==> src/pkg/gpde_regs.vh <==
// register offsets, field positions and reset values for the port d/e gpio block
`ifndef GPDE_REGS_VH
`define GPDE_REGS_VH
// seven-pin port register byte offsets
`define GPDE_E_DATA_OFS 8'h00
`define GPDE_E_OE_OFS 8'h04
`define GPDE_E_ALT1_OFS 8'h08
`define GPDE_E_ALT2_OFS 8'h0c
`define GPDE_E_OD_OFS 8'h28
`define GPDE_E_PUP_OFS 8'h2c
`define GPDE_E_IE_OFS 8'h38
// input-only port registers, placed in a block of their own above the port e set
`define GPDE_D_DATA_OFS 8'h40
`define GPDE_D_ALT_OFS 8'h48
`define GPDE_D_PUP_OFS 8'h6c
`define GPDE_D_IE_OFS 8'h78
// implemented-bit masks
`define GPDE_E_MASK 7'h7f
`define GPDE_E_ALT2_MASK 7'h44
`define GPDE_D_ALT_MASK 4'hf
`define GPDE_D_MASK 8'hff
// reset values
`define GPDE_E_RST 7'h00
`define GPDE_D_RST 8'h00
`define GPDE_D_ALT_RST 4'h0
`endif
==> src/core/gpde_reg.v <==
// masked software register with synchronous reset
`timescale 1ns/1ns
`default_nettype none
module gpde_reg #(
  parameter WIDTH = 7,
  parameter [WIDTH-1:0] MASK = {WIDTH{1'b1}},
  parameter [WIDTH-1:0] RST = {WIDTH{1'b0}}
) (
  input wire clk_i,
  input wire reset_i,
  input wire ce_i,
  input wire we_i,
  input wire [WIDTH-1:0] wdata_i,
  output wire [WIDTH-1:0] q_o
);
  reg [WIDTH-1:0] q_ff;
  // unimplemented bits never store, so they read zero
  always @(posedge clk_i) begin
    if (reset_i) begin
      q_ff <= RST;
    end else if (ce_i && we_i) begin
      q_ff <= wdata_i & MASK;
    end
  end
  assign q_o = q_ff;
endmodule // gpde_reg
`default_nettype wire

==> src/core/gpde_sync.v <==
// two-flop synchroniser for a bus of pin levels
`timescale 1ns/1ns
`default_nettype none
module gpde_sync #(
  parameter WIDTH = 8
) (
  input wire clk_i,
  input wire reset_i,
  input wire ce_i,
  input wire [WIDTH-1:0] async_i,
  output wire [WIDTH-1:0] sync_o
);
  reg [WIDTH-1:0] meta_ff;
  reg [WIDTH-1:0] sync_ff;
  // first stage is read only by the second
  always @(posedge clk_i) begin
    if (reset_i) begin
      meta_ff <= {WIDTH{1'b0}};
      sync_ff <= {WIDTH{1'b0}};
    end else if (ce_i) begin
      meta_ff <= async_i;
      sync_ff <= meta_ff;
    end
  end
  assign sync_o = sync_ff;
endmodule // gpde_sync
`default_nettype wire

==> src/core/gpde_top.v <==
// gpio control for an 8-pin input-only port and a 7-pin bidirectional port
// Summary of operation
// [RULE_01] input port function register: bits 3..0 route pins to timer capture
// [RULE_02] input port pull-up register: eight bits, 1 enables pull-up, reset zero
// [RULE_03] input port input-enable register: eight bits, 1 enables input, reset zero
// [RULE_04] seven bidirectional pins, direction chosen per bit
// [RULE_05] io pins can carry serial channel and remote-control signals
// [RULE_06] after reset io pins are gpio with input, driver, pull-up off
// [RULE_07] two select registers; both zero means gpio, one set picks alternate
// [RULE_08] software must never set both select bits of one pin
// [RULE_09] io registers decode at offsets 00,04,08,0c,28,2c,38
// [RULE_10] io data register: bits 6..0, upper bits read zero, reset zero
// [RULE_11] io output-enable register: 1 enables driver, reset zero
// [RULE_12] first select register: one bit per pin, reset zero
// [RULE_13] first select maps pins to serial0, remote input, serial1 signals
// [RULE_14] second select holds only bits 6 and 2 for clear-to-send inputs
// [RULE_15] open-drain register: 1 gives open-drain drive, reset zero
// [RULE_16] io pull-up and input-enable registers: bits 6..0, reset zero
// [RULE_17] gpio output drives data bit; data reads pin only where input enabled
//
// Chosen here: strobed register access.
`timescale 1ns/1ns
`default_nettype none
`include "gpde_regs.vh"
module gpde_top #(
  parameter D_PINS = 8,
  parameter E_PINS = 7
) (
  input wire clk_i,
  input wire reset_i,
  input wire ce_i,
  input wire [7:0] addr_i,
  input wire [31:0] wdata_i,
  input wire wr_i,
  input wire rd_i,
  output reg [31:0] rdata_o,
  // input-only port pins and controls
  input wire [D_PINS-1:0] inport_pin_i,
  output reg [D_PINS-1:0] inport_pullup_o,
  output reg timer_a_capture_in0_o,
  output reg timer_a_capture_in1_o,
  output reg timer_b_capture_in0_o,
  output reg timer_b_capture_in1_o,
  // bidirectional port pins
  input wire [E_PINS-1:0] ioport_pin_i,
  output reg [E_PINS-1:0] ioport_pin_o,
  output reg [E_PINS-1:0] ioport_pin_oe_o,
  output reg [E_PINS-1:0] ioport_pullup_o,
  // serial and remote-control peripheral side
  input wire serial0_transmit_i,
  input wire serial0_clock_out_i,
  input wire serial0_clock_oe_i,
  input wire serial1_transmit_i,
  input wire serial1_clock_out_i,
  input wire serial1_clock_oe_i,
  output reg serial0_receive_o,
  output reg serial0_clock_o,
  output reg serial0_clear_to_send_o,
  output reg serial1_receive_o,
  output reg serial1_clock_o,
  output reg serial1_clear_to_send_o,
  output reg remote_control_input_o
);
  wire [6:0] e_data;
  wire [6:0] e_oe;
  wire [6:0] e_alt1;
  wire [6:0] e_alt2;
  wire [6:0] e_od;
  wire [6:0] e_pup;
  wire [6:0] e_ie;
  wire [3:0] d_alt;
  wire [7:0] d_pup;
  wire [7:0] d_ie;
  wire [7:0] d_sync;
  wire [6:0] e_sync;
  reg [31:0] nxt_rdata;
  reg [6:0] nxt_drv;
  reg [6:0] nxt_oe;
  integer i;

  // address match for one register write
  function wr_hit;
    input [7:0] a;
    input [7:0] ofs;
    input w;
    begin
      wr_hit = w && (a == ofs);
    end
  endfunction

  // each register clears its own unimplemented bits, so the read mux needs no mask
  // [RULE_09] io register decode
  // [RULE_10] io data register
  gpde_reg #(.WIDTH(7), .MASK(`GPDE_E_MASK), .RST(`GPDE_E_RST)) u_e_data (
    .clk_i(clk_i),
    .reset_i(reset_i),
    .ce_i(ce_i),
    .we_i(wr_hit(addr_i, `GPDE_E_DATA_OFS, wr_i)),
    .wdata_i(wdata_i[6:0]),
    .q_o(e_data)
  );
  // [RULE_11] output enable register
  gpde_reg #(.WIDTH(7), .MASK(`GPDE_E_MASK), .RST(`GPDE_E_RST)) u_e_oe (
    .clk_i(clk_i),
    .reset_i(reset_i),
    .ce_i(ce_i),
    .we_i(wr_hit(addr_i, `GPDE_E_OE_OFS, wr_i)),
    .wdata_i(wdata_i[6:0]),
    .q_o(e_oe)
  );
  // [RULE_12] first select register
  gpde_reg #(.WIDTH(7), .MASK(`GPDE_E_MASK), .RST(`GPDE_E_RST)) u_e_alt1 (
    .clk_i(clk_i),
    .reset_i(reset_i),
    .ce_i(ce_i),
    .we_i(wr_hit(addr_i, `GPDE_E_ALT1_OFS, wr_i)),
    .wdata_i(wdata_i[6:0]),
    .q_o(e_alt1)
  );
  // [RULE_14] only bits 6 and 2 stored
  gpde_reg #(.WIDTH(7), .MASK(`GPDE_E_ALT2_MASK), .RST(`GPDE_E_RST)) u_e_alt2 (
    .clk_i(clk_i),
    .reset_i(reset_i),
    .ce_i(ce_i),
    .we_i(wr_hit(addr_i, `GPDE_E_ALT2_OFS, wr_i)),
    .wdata_i(wdata_i[6:0]),
    .q_o(e_alt2)
  );
  // [RULE_15] open-drain register
  gpde_reg #(.WIDTH(7), .MASK(`GPDE_E_MASK), .RST(`GPDE_E_RST)) u_e_od (
    .clk_i(clk_i),
    .reset_i(reset_i),
    .ce_i(ce_i),
    .we_i(wr_hit(addr_i, `GPDE_E_OD_OFS, wr_i)),
    .wdata_i(wdata_i[6:0]),
    .q_o(e_od)
  );
  // [RULE_16] pull-up and input enable registers
  gpde_reg #(.WIDTH(7), .MASK(`GPDE_E_MASK), .RST(`GPDE_E_RST)) u_e_pup (
    .clk_i(clk_i),
    .reset_i(reset_i),
    .ce_i(ce_i),
    .we_i(wr_hit(addr_i, `GPDE_E_PUP_OFS, wr_i)),
    .wdata_i(wdata_i[6:0]),
    .q_o(e_pup)
  );
  gpde_reg #(.WIDTH(7), .MASK(`GPDE_E_MASK), .RST(`GPDE_E_RST)) u_e_ie (
    .clk_i(clk_i),
    .reset_i(reset_i),
    .ce_i(ce_i),
    .we_i(wr_hit(addr_i, `GPDE_E_IE_OFS, wr_i)),
    .wdata_i(wdata_i[6:0]),
    .q_o(e_ie)
  );
  // [RULE_01] input port function register
  gpde_reg #(.WIDTH(4), .MASK(`GPDE_D_ALT_MASK), .RST(`GPDE_D_ALT_RST)) u_d_alt (
    .clk_i(clk_i),
    .reset_i(reset_i),
    .ce_i(ce_i),
    .we_i(wr_hit(addr_i, `GPDE_D_ALT_OFS, wr_i)),
    .wdata_i(wdata_i[3:0]),
    .q_o(d_alt)
  );
  // [RULE_02] input port pull-up register
  gpde_reg #(.WIDTH(8), .MASK(`GPDE_D_MASK), .RST(`GPDE_D_RST)) u_d_pup (
    .clk_i(clk_i),
    .reset_i(reset_i),
    .ce_i(ce_i),
    .we_i(wr_hit(addr_i, `GPDE_D_PUP_OFS, wr_i)),
    .wdata_i(wdata_i[7:0]),
    .q_o(d_pup)
  );
  // [RULE_03] input port input enable register
  gpde_reg #(.WIDTH(8), .MASK(`GPDE_D_MASK), .RST(`GPDE_D_RST)) u_d_ie (
    .clk_i(clk_i),
    .reset_i(reset_i),
    .ce_i(ce_i),
    .we_i(wr_hit(addr_i, `GPDE_D_IE_OFS, wr_i)),
    .wdata_i(wdata_i[7:0]),
    .q_o(d_ie)
  );

  // pins come from outside the clock domain
  // two flops cost two cycles of pin latency but bound metastability
  gpde_sync #(.WIDTH(8)) u_d_sync (
    .clk_i(clk_i),
    .reset_i(reset_i),
    .ce_i(ce_i),
    .async_i(inport_pin_i[7:0]),
    .sync_o(d_sync)
  );
  gpde_sync #(.WIDTH(7)) u_e_sync (
    .clk_i(clk_i),
    .reset_i(reset_i),
    .ce_i(ce_i),
    .async_i(ioport_pin_i[6:0]),
    .sync_o(e_sync)
  );

  // read mux; unmapped offsets read zero
  always @* begin
    nxt_rdata = 32'h0000_0000;
    case (addr_i)
      // [RULE_17] data reads gated pin level
      `GPDE_E_DATA_OFS: nxt_rdata = {25'h0, e_sync & e_ie};
      `GPDE_E_OE_OFS: nxt_rdata = {25'h0, e_oe};
      `GPDE_E_ALT1_OFS: nxt_rdata = {25'h0, e_alt1};
      `GPDE_E_ALT2_OFS: nxt_rdata = {25'h0, e_alt2};
      `GPDE_E_OD_OFS: nxt_rdata = {25'h0, e_od};
      `GPDE_E_PUP_OFS: nxt_rdata = {25'h0, e_pup};
      `GPDE_E_IE_OFS: nxt_rdata = {25'h0, e_ie};
      `GPDE_D_DATA_OFS: nxt_rdata = {24'h000000, d_sync & d_ie};
      `GPDE_D_ALT_OFS: nxt_rdata = {28'h0000000, d_alt};
      `GPDE_D_PUP_OFS: nxt_rdata = {24'h000000, d_pup};
      `GPDE_D_IE_OFS: nxt_rdata = {24'h000000, d_ie};
      default: nxt_rdata = 32'h0000_0000;
    endcase
  end

  // pin drive: gpio uses data and oe; alternates take peripheral outputs
  always @* begin
    nxt_drv = e_data;
    nxt_oe = e_oe;
    // [RULE_13] transmit and clock outputs under first select
    if (e_alt1[0]) begin
      nxt_drv[0] = serial0_transmit_i;
      nxt_oe[0] = 1'b1;
    end
    if (e_alt1[2]) begin
      nxt_drv[2] = serial0_clock_out_i;
      nxt_oe[2] = serial0_clock_oe_i;
    end
    if (e_alt1[4]) begin
      nxt_drv[4] = serial1_transmit_i;
      nxt_oe[4] = 1'b1;
    end
    if (e_alt1[6]) begin
      nxt_drv[6] = serial1_clock_out_i;
      nxt_oe[6] = serial1_clock_oe_i;
    end
    // receive, remote and clear-to-send pins are inputs only
    if (e_alt1[1]) nxt_oe[1] = 1'b0;
    if (e_alt1[3]) nxt_oe[3] = 1'b0;
    if (e_alt1[5]) nxt_oe[5] = 1'b0;
    // a pin set in both selects is forbidden; leaving it undriven is the safe side
    // [RULE_14] clear-to-send selection never drives
    if (e_alt2[2]) nxt_oe[2] = 1'b0;
    if (e_alt2[6]) nxt_oe[6] = 1'b0;
    // applied last so that alternate outputs honour open-drain as well
    // [RULE_15] open-drain drives only a low level
    for (i = 0; i < 7; i = i + 1) begin
      if (e_od[i]) begin
        nxt_oe[i] = nxt_oe[i] & ~nxt_drv[i];
        nxt_drv[i] = 1'b0;
      end
    end
  end

  // registered outputs; reset leaves every pin undriven and pulls off
  // a low clock enable holds every output as it stands
  always @(posedge clk_i) begin
    if (reset_i) begin
      rdata_o <= 32'h0000_0000;
      inport_pullup_o <= {D_PINS{1'b0}};
      timer_a_capture_in0_o <= 1'b0;
      timer_a_capture_in1_o <= 1'b0;
      timer_b_capture_in0_o <= 1'b0;
      timer_b_capture_in1_o <= 1'b0;
      // [RULE_06] pins start as disabled gpio
      ioport_pin_o <= {E_PINS{1'b0}};
      ioport_pin_oe_o <= {E_PINS{1'b0}};
      ioport_pullup_o <= {E_PINS{1'b0}};
      serial0_receive_o <= 1'b0;
      serial0_clock_o <= 1'b0;
      serial0_clear_to_send_o <= 1'b0;
      serial1_receive_o <= 1'b0;
      serial1_clock_o <= 1'b0;
      serial1_clear_to_send_o <= 1'b0;
      remote_control_input_o <= 1'b0;
    end else if (ce_i) begin
      // read data valid only the cycle after the strobe
      rdata_o <= rd_i ? nxt_rdata : 32'h0000_0000;
      // [RULE_02] pull-up drive
      inport_pullup_o <= d_pup;
      // capture inputs see only the synchronised pin, never the raw one
      // [RULE_01] capture inputs gated by select and input enable
      timer_a_capture_in0_o <= d_alt[0] & d_ie[0] & d_sync[0];
      timer_a_capture_in1_o <= d_alt[1] & d_ie[1] & d_sync[1];
      timer_b_capture_in0_o <= d_alt[2] & d_ie[2] & d_sync[2];
      timer_b_capture_in1_o <= d_alt[3] & d_ie[3] & d_sync[3];
      // [RULE_04] per-bit direction
      ioport_pin_o <= nxt_drv;
      ioport_pin_oe_o <= nxt_oe;
      ioport_pullup_o <= e_pup;
      // [RULE_05] alternate inputs need select and input enable
      serial0_receive_o <= e_alt1[1] & e_ie[1] & e_sync[1];
      serial0_clock_o <= e_alt1[2] & e_ie[2] & e_sync[2];
      serial1_receive_o <= e_alt1[5] & e_ie[5] & e_sync[5];
      serial1_clock_o <= e_alt1[6] & e_ie[6] & e_sync[6];
      remote_control_input_o <= e_alt1[3] & e_ie[3] & e_sync[3];
      // [RULE_07] second select routes clear-to-send
      serial0_clear_to_send_o <= e_alt2[2] & e_ie[2] & e_sync[2];
      serial1_clear_to_send_o <= e_alt2[6] & e_ie[6] & e_sync[6];
    end
  end
endmodule // gpde_top
`default_nettype wire

==> config.mk <==
export PLATFORM = sky130hd
export DESIGN_NAME = gpde_top
export DESIGN_NICKNAME = d
export VERILOG_FILES = /design/src/core/gpde_reg.v /design/src/core/gpde_sync.v /design/src/core/gpde_top.v
export VERILOG_INCLUDE_DIRS = /design/src /design/src/pkg
export SDC_FILE = /design/constraint.sdc
export NUM_CORES = 1
export LEC_CHECK = 0
export BUFFER_PORTS_ARGS = -buffer_cell sky130_fd_sc_hd__buf_4
export CORE_ASPECT_RATIO = 0.7
export CORE_MARGIN = 8
export CORE_UTILIZATION = 35
export CTS_CLUSTER_DIAMETER = 60
export CTS_CLUSTER_SIZE = 20
export DETAILED_ROUTE_END_ITERATION = 8
export MAX_ROUTING_LAYER = met4
export PLACE_DENSITY = 0.67
export SLEW_MARGIN = 5
export SYNTH_ARGS = -nofsm -noshare
export SYNTH_HDL_FRONTEND = slang
export SYNTH_SLANG_ARGS = --single-unit
==> constraint.sdc <==
create_clock -name clk_i -period 6.15 [get_ports clk_i]
set_clock_uncertainty 0.05 [all_clocks]
set_input_delay 0.9225 -clock clk_i [delete_from_list [all_inputs] [get_ports clk_i]]
set_output_delay 0.9225 -clock clk_i [all_outputs]
set_load 0.01 [all_outputs]
---- After elaboration in Yosys (flattened, before gate mapping) ----
Index checks and enable logic that the tools add are counted.
operators by class
  bitwise gates (word level) .............. 38
  reductions and logical operators ........ 21
  multiplexer cells ....................... 29
  eq/ne operators ......................... 10
operators by type and width
  cell                                                                    number
  8-bit case mux with 11 select lines                                     1
  8-bit by 7-bit equality test with 1-bit output (second input constant)  4
  32-bit 2-to-1 mux                                                       1
  1-bit bitwise AND                                                       29
  1-bit 2-to-1 mux                                                        27
  8-bit by 6-bit equality test with 1-bit output (second input constant)  3
  1-bit logical AND                                                       20
  8-bit by 4-bit equality test with 1-bit output (second input constant)  2
  8-bit bitwise AND                                                       1
  8-bit by 3-bit equality test with 1-bit output (second input constant)  1
  8-bit logical NOT                                                       1
  7-bit bitwise AND                                                       1
  1-bit NOT                                                               7
storage, ports and cells
  bits in registers ....................... 166
  output and inout bits ................... 72
  word-level logic and storage cells ...... 128

---- Depth between registers and ports, before layout ----
  word-level depth ........................ 4
  mapped depth ............................ 8
  mapped depth without buffers ............ 5

---- By module ----
Synthesis repeated with hierarchy kept, for this count alone.
second synthesis, totals
  cells, all modules ...................... 745
  area, all modules ....................... 6,904.1 sq um
by module, submodules not included
  module                   seq. area each (sq um)  instances  cells each  area an instance (sq um)
  gpde_top                 960.9                   1          362         2,990.4
  gpde_reg (u_e_alt1 ...)  140.1                   6          30          299.0
  gpde_reg (u_d_ie ...)    160.2                   2          37          366.6
  gpde_sync (u_d_sync)     320.3                   1          52          580.6
  gpde_sync (u_e_sync)     280.3                   1          45          508.0
  gpde_reg (u_d_alt)       80.1                    1          18          176.4
  gpde_reg (u_e_alt2)      40.0                    1          14          121.4

---- Least setup slack after synthesis ----
Ideal clock, no wire load.
  path kind ............................... input port to flip-flop
  from .................................... input addr_i[2]
  to ...................................... register u_e_ie.q_ff[2], in the netlist u_e_ie.q_o[2]
  library setup time ...................... 128 ps
  data arrival time ....................... 2,513 ps
  stages on the path ...................... 7
  setup slack ............................. 3,460 ps
  cells stage by stage .................... buf_6 or4b_4 nor2_4 or4b_1 buf_6 mux2i_1 nor2_1
between the ends
  longest elaborated chain between the ends .. 3
ends and longest elaborated chain
  element                                         RTL line       source
  from (decl)                                     gpde_top.v:32  input wire [7:0] addr_i,
  8-bit by 6-bit equality test with 1-bit output  gpde_top.v:87  wr_hit = w && (a == ofs);
  1-bit logical AND                               gpde_top.v:87
  1-bit logical AND                               gpde_reg.v:21  end else if (ce_i && we_i) begin
  to (signal assigned)                            gpde_reg.v:22  q_ff <= wdata_i & MASK;
  to (decl)                                       gpde_reg.v:16  reg [WIDTH-1:0] q_ff;
No other way between the ends.
A chain may end at the register's enable or synchronous reset.

---- Worst setup path after layout ----
  from .................................... input addr_i[2]
  to ...................................... register u_e_data.q_ff[3], in the netlist u_e_data.q_o[3]
between the ends
  longest elaborated chain between the ends .. 3
ends and longest elaborated chain
  element               RTL line
  8-bit logical NOT     gpde_top.v:87
  1-bit logical AND     gpde_top.v:87
  1-bit logical AND     gpde_reg.v:21
  to (signal assigned)  gpde_reg.v:22
  to (decl)             gpde_reg.v:16
No other way between the ends.

==> metrics.md <==
| Metric | Value |
|---|---|
| Headroom to the max-slew limit | `27.1%` |
| Initial DRC count | `534` |
| Setup CP Type | `primary input to register` |
| Yosys Warn Count | `0` |
| Routed Wire Length | `18,300 um` |
| Distinct cell type count after synthesis | `52` |
| Maximum buffer depth of the clock tree | `2` |
| Via count normalized by instance count | `5.18` |
| Register Area | `2840 sq um` |
| Multi-input gate area | `3110 sq um` |
| CTS Root Cell | `sky130_fd_sc_hd__clkbuf_16` |
| Multiplexer share of the synthesized area | `20.8%` |
| Post-Synthesis Cell Area | `6270 sq um` |
| Overall global routing resource usage | `16.4%` |
| Worst-case vdd ir drop | `0.170 mV` |
| Routed vias | `5,108` |
| Share of synthesized cell area in full adder, half adder and majority cells | `0%` |
| Top achievable clock speed | `0.323 GHz` |
| Remaining global-route overflow | `0` |
| Pwr dens | `279 nW/um^2` |
| Starting Density | `35.2%` |
| Dominant combinational cell family by area after synthesis | `multiplexers` |
| Area of the die | `22,500 sq um` |
| Die outline width | `176 um` |
| Number of buffer cells added on primary ports | `89` |
| Die Span Y | `128 um` |
| Setup repair after global routing missed its margin | `false` |
| Ratio of cells with drive above 1 in the final layout | `18.8%` |
| Post-synthesis instance total | `675` |
| Clock latency on the worst-skew pair | `420 ps` |
| Number of gates resized after CTS | `0` |
| CTS Sinks | `142` |
| Number of buffers created by CTS | `17` |
| CP arrival | `3330 ps` |
| Element type at the critical path end | `register` |
| Sum of net half-perimeters after detailed placement | `12,900 um` |
| Fill cell count | `1,816` |
| Post-placement cell area | `6960 sq um` |
| Maximum fanout count along the critical path | `28` |
| HP Class | `register to register` |
| Cell row count | `41` |
| Post-CTS Hold Buffers | `0` |
| Antenna cells | `0` |
| Type of element launching the critical path | `primary input` |
| Number of pins exceeding their max-slew limit in the final report | `0` |
| Req. time, crit path | `6380 ps` |
| Core area | `17,800 sq um` |
| Post-Syn Area per Cell | `9.29 sq um` |
| Number of synthesized register bits | `142` |
| Final min period | `3100 ps` |
| Maximum number of pins on one net before global-route repair | `79` |
| Worst slack at placement | `2680 ps` |
| Portion of the clock cycle consumed by the worst path in the final layout | `50.4%` |
| Routability Congestion | `0.925` |
| Number of setup buffers added after CTS | `0` |
| TritonCTS clock tree | `done` |
| I/O pin count | `138` |
| Simple logic cell fraction of the synthesized area | `19.6%` |
| Area fraction in compound gates after synthesis | `7.58%` |
| Average detailed-routed wire length per instance | `18.5 um` |
| Sum Neg Setup Slack | `0 ps` |
| Worst path cell trace | `buf_4 -> nor4_1 -> nand4_1 -> mux2i_1 -> nor2_1` |
| Slack of the critical path | `3050 ps` |
| Number of search-and-repair iterations in the first detailed-routing pass | `5` |
| Number of synthesized flops with an enable pin | `0` |
| Global-route wire length before repair | `28,000 um` |
| Number of nets with antenna violations after detailed routing | `0` |
| Commonest non-fill, non-tap cells in the layout | `sky130_fd_sc_hd__dfxtp_1, sky130_fd_sc_hd__nor2_1, sky130_fd_sc_hd__mux2i_1, sky130_fd_sc_hd__buf_4, sky130_fd_sc_hd__nand2_1` |
| Fraction of synthesized cell area in xor and xnor cells | `0.140%` |
| Leading cell type in the layout, fill and taps excluded | `sky130_fd_sc_hd__dfxtp_1` |
| Clock-pin slew on the worst setup and hold paths | `60 ps` |
| Detailed-route DRC error count | `0` |
| Leak pwr | `3.26 nW` |
| Number of antenna violations at the first check in global routing | `1` |
| Final Hold Violating Endpoints | `0` |
| Via count of the first global-routing pass | `4,708` |
| Number of nets in the layout | `803` |
| Max-Cap Viols | `0` |
| Status | `completed` |
| Number of H-tree levels | `4` |
| Slowest stage delay, CP | `950 ps` |
| Share of async-settable or async-resettable flops after synthesis | `0%` |
| Layout overhead on the synthesized area | `20.7%` |
| Top_reg_cell synth | `sky130_fd_sc_hd__dfxtp_1` |
| Worst-path cell with the longest stage delay | `sky130_fd_sc_hd__nor4_1` |
| Sequential area share after synthesis | `45.3%` |
| Transition time at the pin with the least slew margin | `1080 ps` |
| Post-route cell area | `7570 sq um` |
| Number of endpoints failing setup at the final stage | `0` |
registers in the layout, summed over array words and instances, names as in the netlist, 8 cells and up:
name              count
inport_pullup_o       8
rdata_o               8
u_d_ie.q_o            8
u_d_pup.q_o           8
u_d_sync.meta_ff      8
u_d_sync.sync_o       8
critical path, delay by kind of cell:
family / cells / cell delay (ps)
and+or+nand+nor: 3 / 1800
buffers and inverters: 1 / 230
muxes: 1 / 370
final timing paths:
path                                                    startpoint  depth (start not counted)  slack (ps)                                 end
worst max-delay path                                     addr_i[2]                          5        3050        u_e_data.q_o[3]$_SDFFE_PP0P_
worst min-delay path            timer_a_capture_in1_o$_SDFFE_PP0P_                          2         410  timer_a_capture_in1_o$_SDFFE_PP0P_
worst min register to register  timer_a_capture_in1_o$_SDFFE_PP0P_                          2         410  timer_a_capture_in1_o$_SDFFE_PP0P_
worst max register to register        u_e_alt1.q_o[2]$_SDFFE_PP0P_                          4        4570     ioport_pin_oe_o[2]$_SDFFE_PP0P_
cell usage after synthesis, types with 2 or more instances:
master	count	area (sq um)
sky130_fd_sc_hd__a21o_1	2	15.0
sky130_fd_sc_hd__a21oi_1	35	175
sky130_fd_sc_hd__a221oi_1	2	17.5
sky130_fd_sc_hd__a22o_1	2	17.5
sky130_fd_sc_hd__a22oi_1	4	30.0
sky130_fd_sc_hd__a311oi_1	4	35.0
sky130_fd_sc_hd__a31oi_1	5	31.3
sky130_fd_sc_hd__a32o_1	4	40.0
sky130_fd_sc_hd__and2_1	3	18.8
sky130_fd_sc_hd__and3_1	5	31.3
sky130_fd_sc_hd__buf_1	5	18.8
sky130_fd_sc_hd__buf_2	9	45.0
sky130_fd_sc_hd__buf_4	24	180
sky130_fd_sc_hd__buf_6	2	22.5
sky130_fd_sc_hd__clkbuf_1	33	124
sky130_fd_sc_hd__dfxtp_1	142	2840
sky130_fd_sc_hd__inv_1	4	15.0
sky130_fd_sc_hd__mux2_2	6	67.6
sky130_fd_sc_hd__mux2i_1	121	1210
sky130_fd_sc_hd__nand2_1	37	139
sky130_fd_sc_hd__nand2b_1	3	18.8
sky130_fd_sc_hd__nand3_1	8	40.0
sky130_fd_sc_hd__nand3b_1	9	67.6
sky130_fd_sc_hd__nand4_1	11	68.8
sky130_fd_sc_hd__nand4b_1	3	26.3
sky130_fd_sc_hd__nor2_1	125	469
sky130_fd_sc_hd__nor2b_1	6	37.5
sky130_fd_sc_hd__nor3_1	12	60.1
sky130_fd_sc_hd__nor4_1	11	68.8
sky130_fd_sc_hd__nor4_4	3	63.8
sky130_fd_sc_hd__o21ai_0	10	50.1
sky130_fd_sc_hd__o221ai_1	2	17.5
sky130_fd_sc_hd__or3_1	3	18.8
sky130_fd_sc_hd__or4_1	2	15.0
cells by family after synthesis:
group | count (synthesis)
xor gates and xnor gates | 1
buffers and inverters | 78
AOI/OAI and AO/OA | 76
muxes | 128
DFF | 142
other | 1
and+or+nand+nor | 249
per-stage QoR:
| stage | hold slack, ps | utilization [%] | std cells | power (mW) |
|---|---|---|---|---|
| finish | 409 | 42.5 | 986 | 2.11 |
| global route | 430 | 42.5 | 986 | 2.18 |
| CTS | 413 | 42.5 | 986 | 2.13 |
| detailed placement | 404 | 39.1 | 954 | 1.07 |
| global placement | 401 | 39.1 | 954 | 1.07 |
| floorplan | 402 | - | 698 | 1.04 |
cell type report:
class / instances / area share, %
multi-input cells: 478 / 41.0
flip-flops and latches: 142 / 37.6
repair buffers: 93 / 9.23
clock buffers: 18 / 5.80
well taps: 236 / 3.90
clock inverters: 14 / 2.22
inverters: 5 / 0.248
where the power goes:
group	leakage [nW]	internal (mW)	total, mW	switching [mW]
Sequential	1.15	0.930	0.936	0.00613
Combinational	1.83	0.0398	0.120	0.0798
Clock	0.280	0.647	1.05	0.405
metal layers:
layer / vias up / GRT usage, % / wire (um)
li1: 2450 / - / -
met1: 2442 / 23.7 / 9060
met2: 199 / 22.1 / 7530
met3: 17 / 4.44 / 1530
met4: 0 / 3.78 / 165
met5: - / - / 0
(Power assumes the default switching activity.)
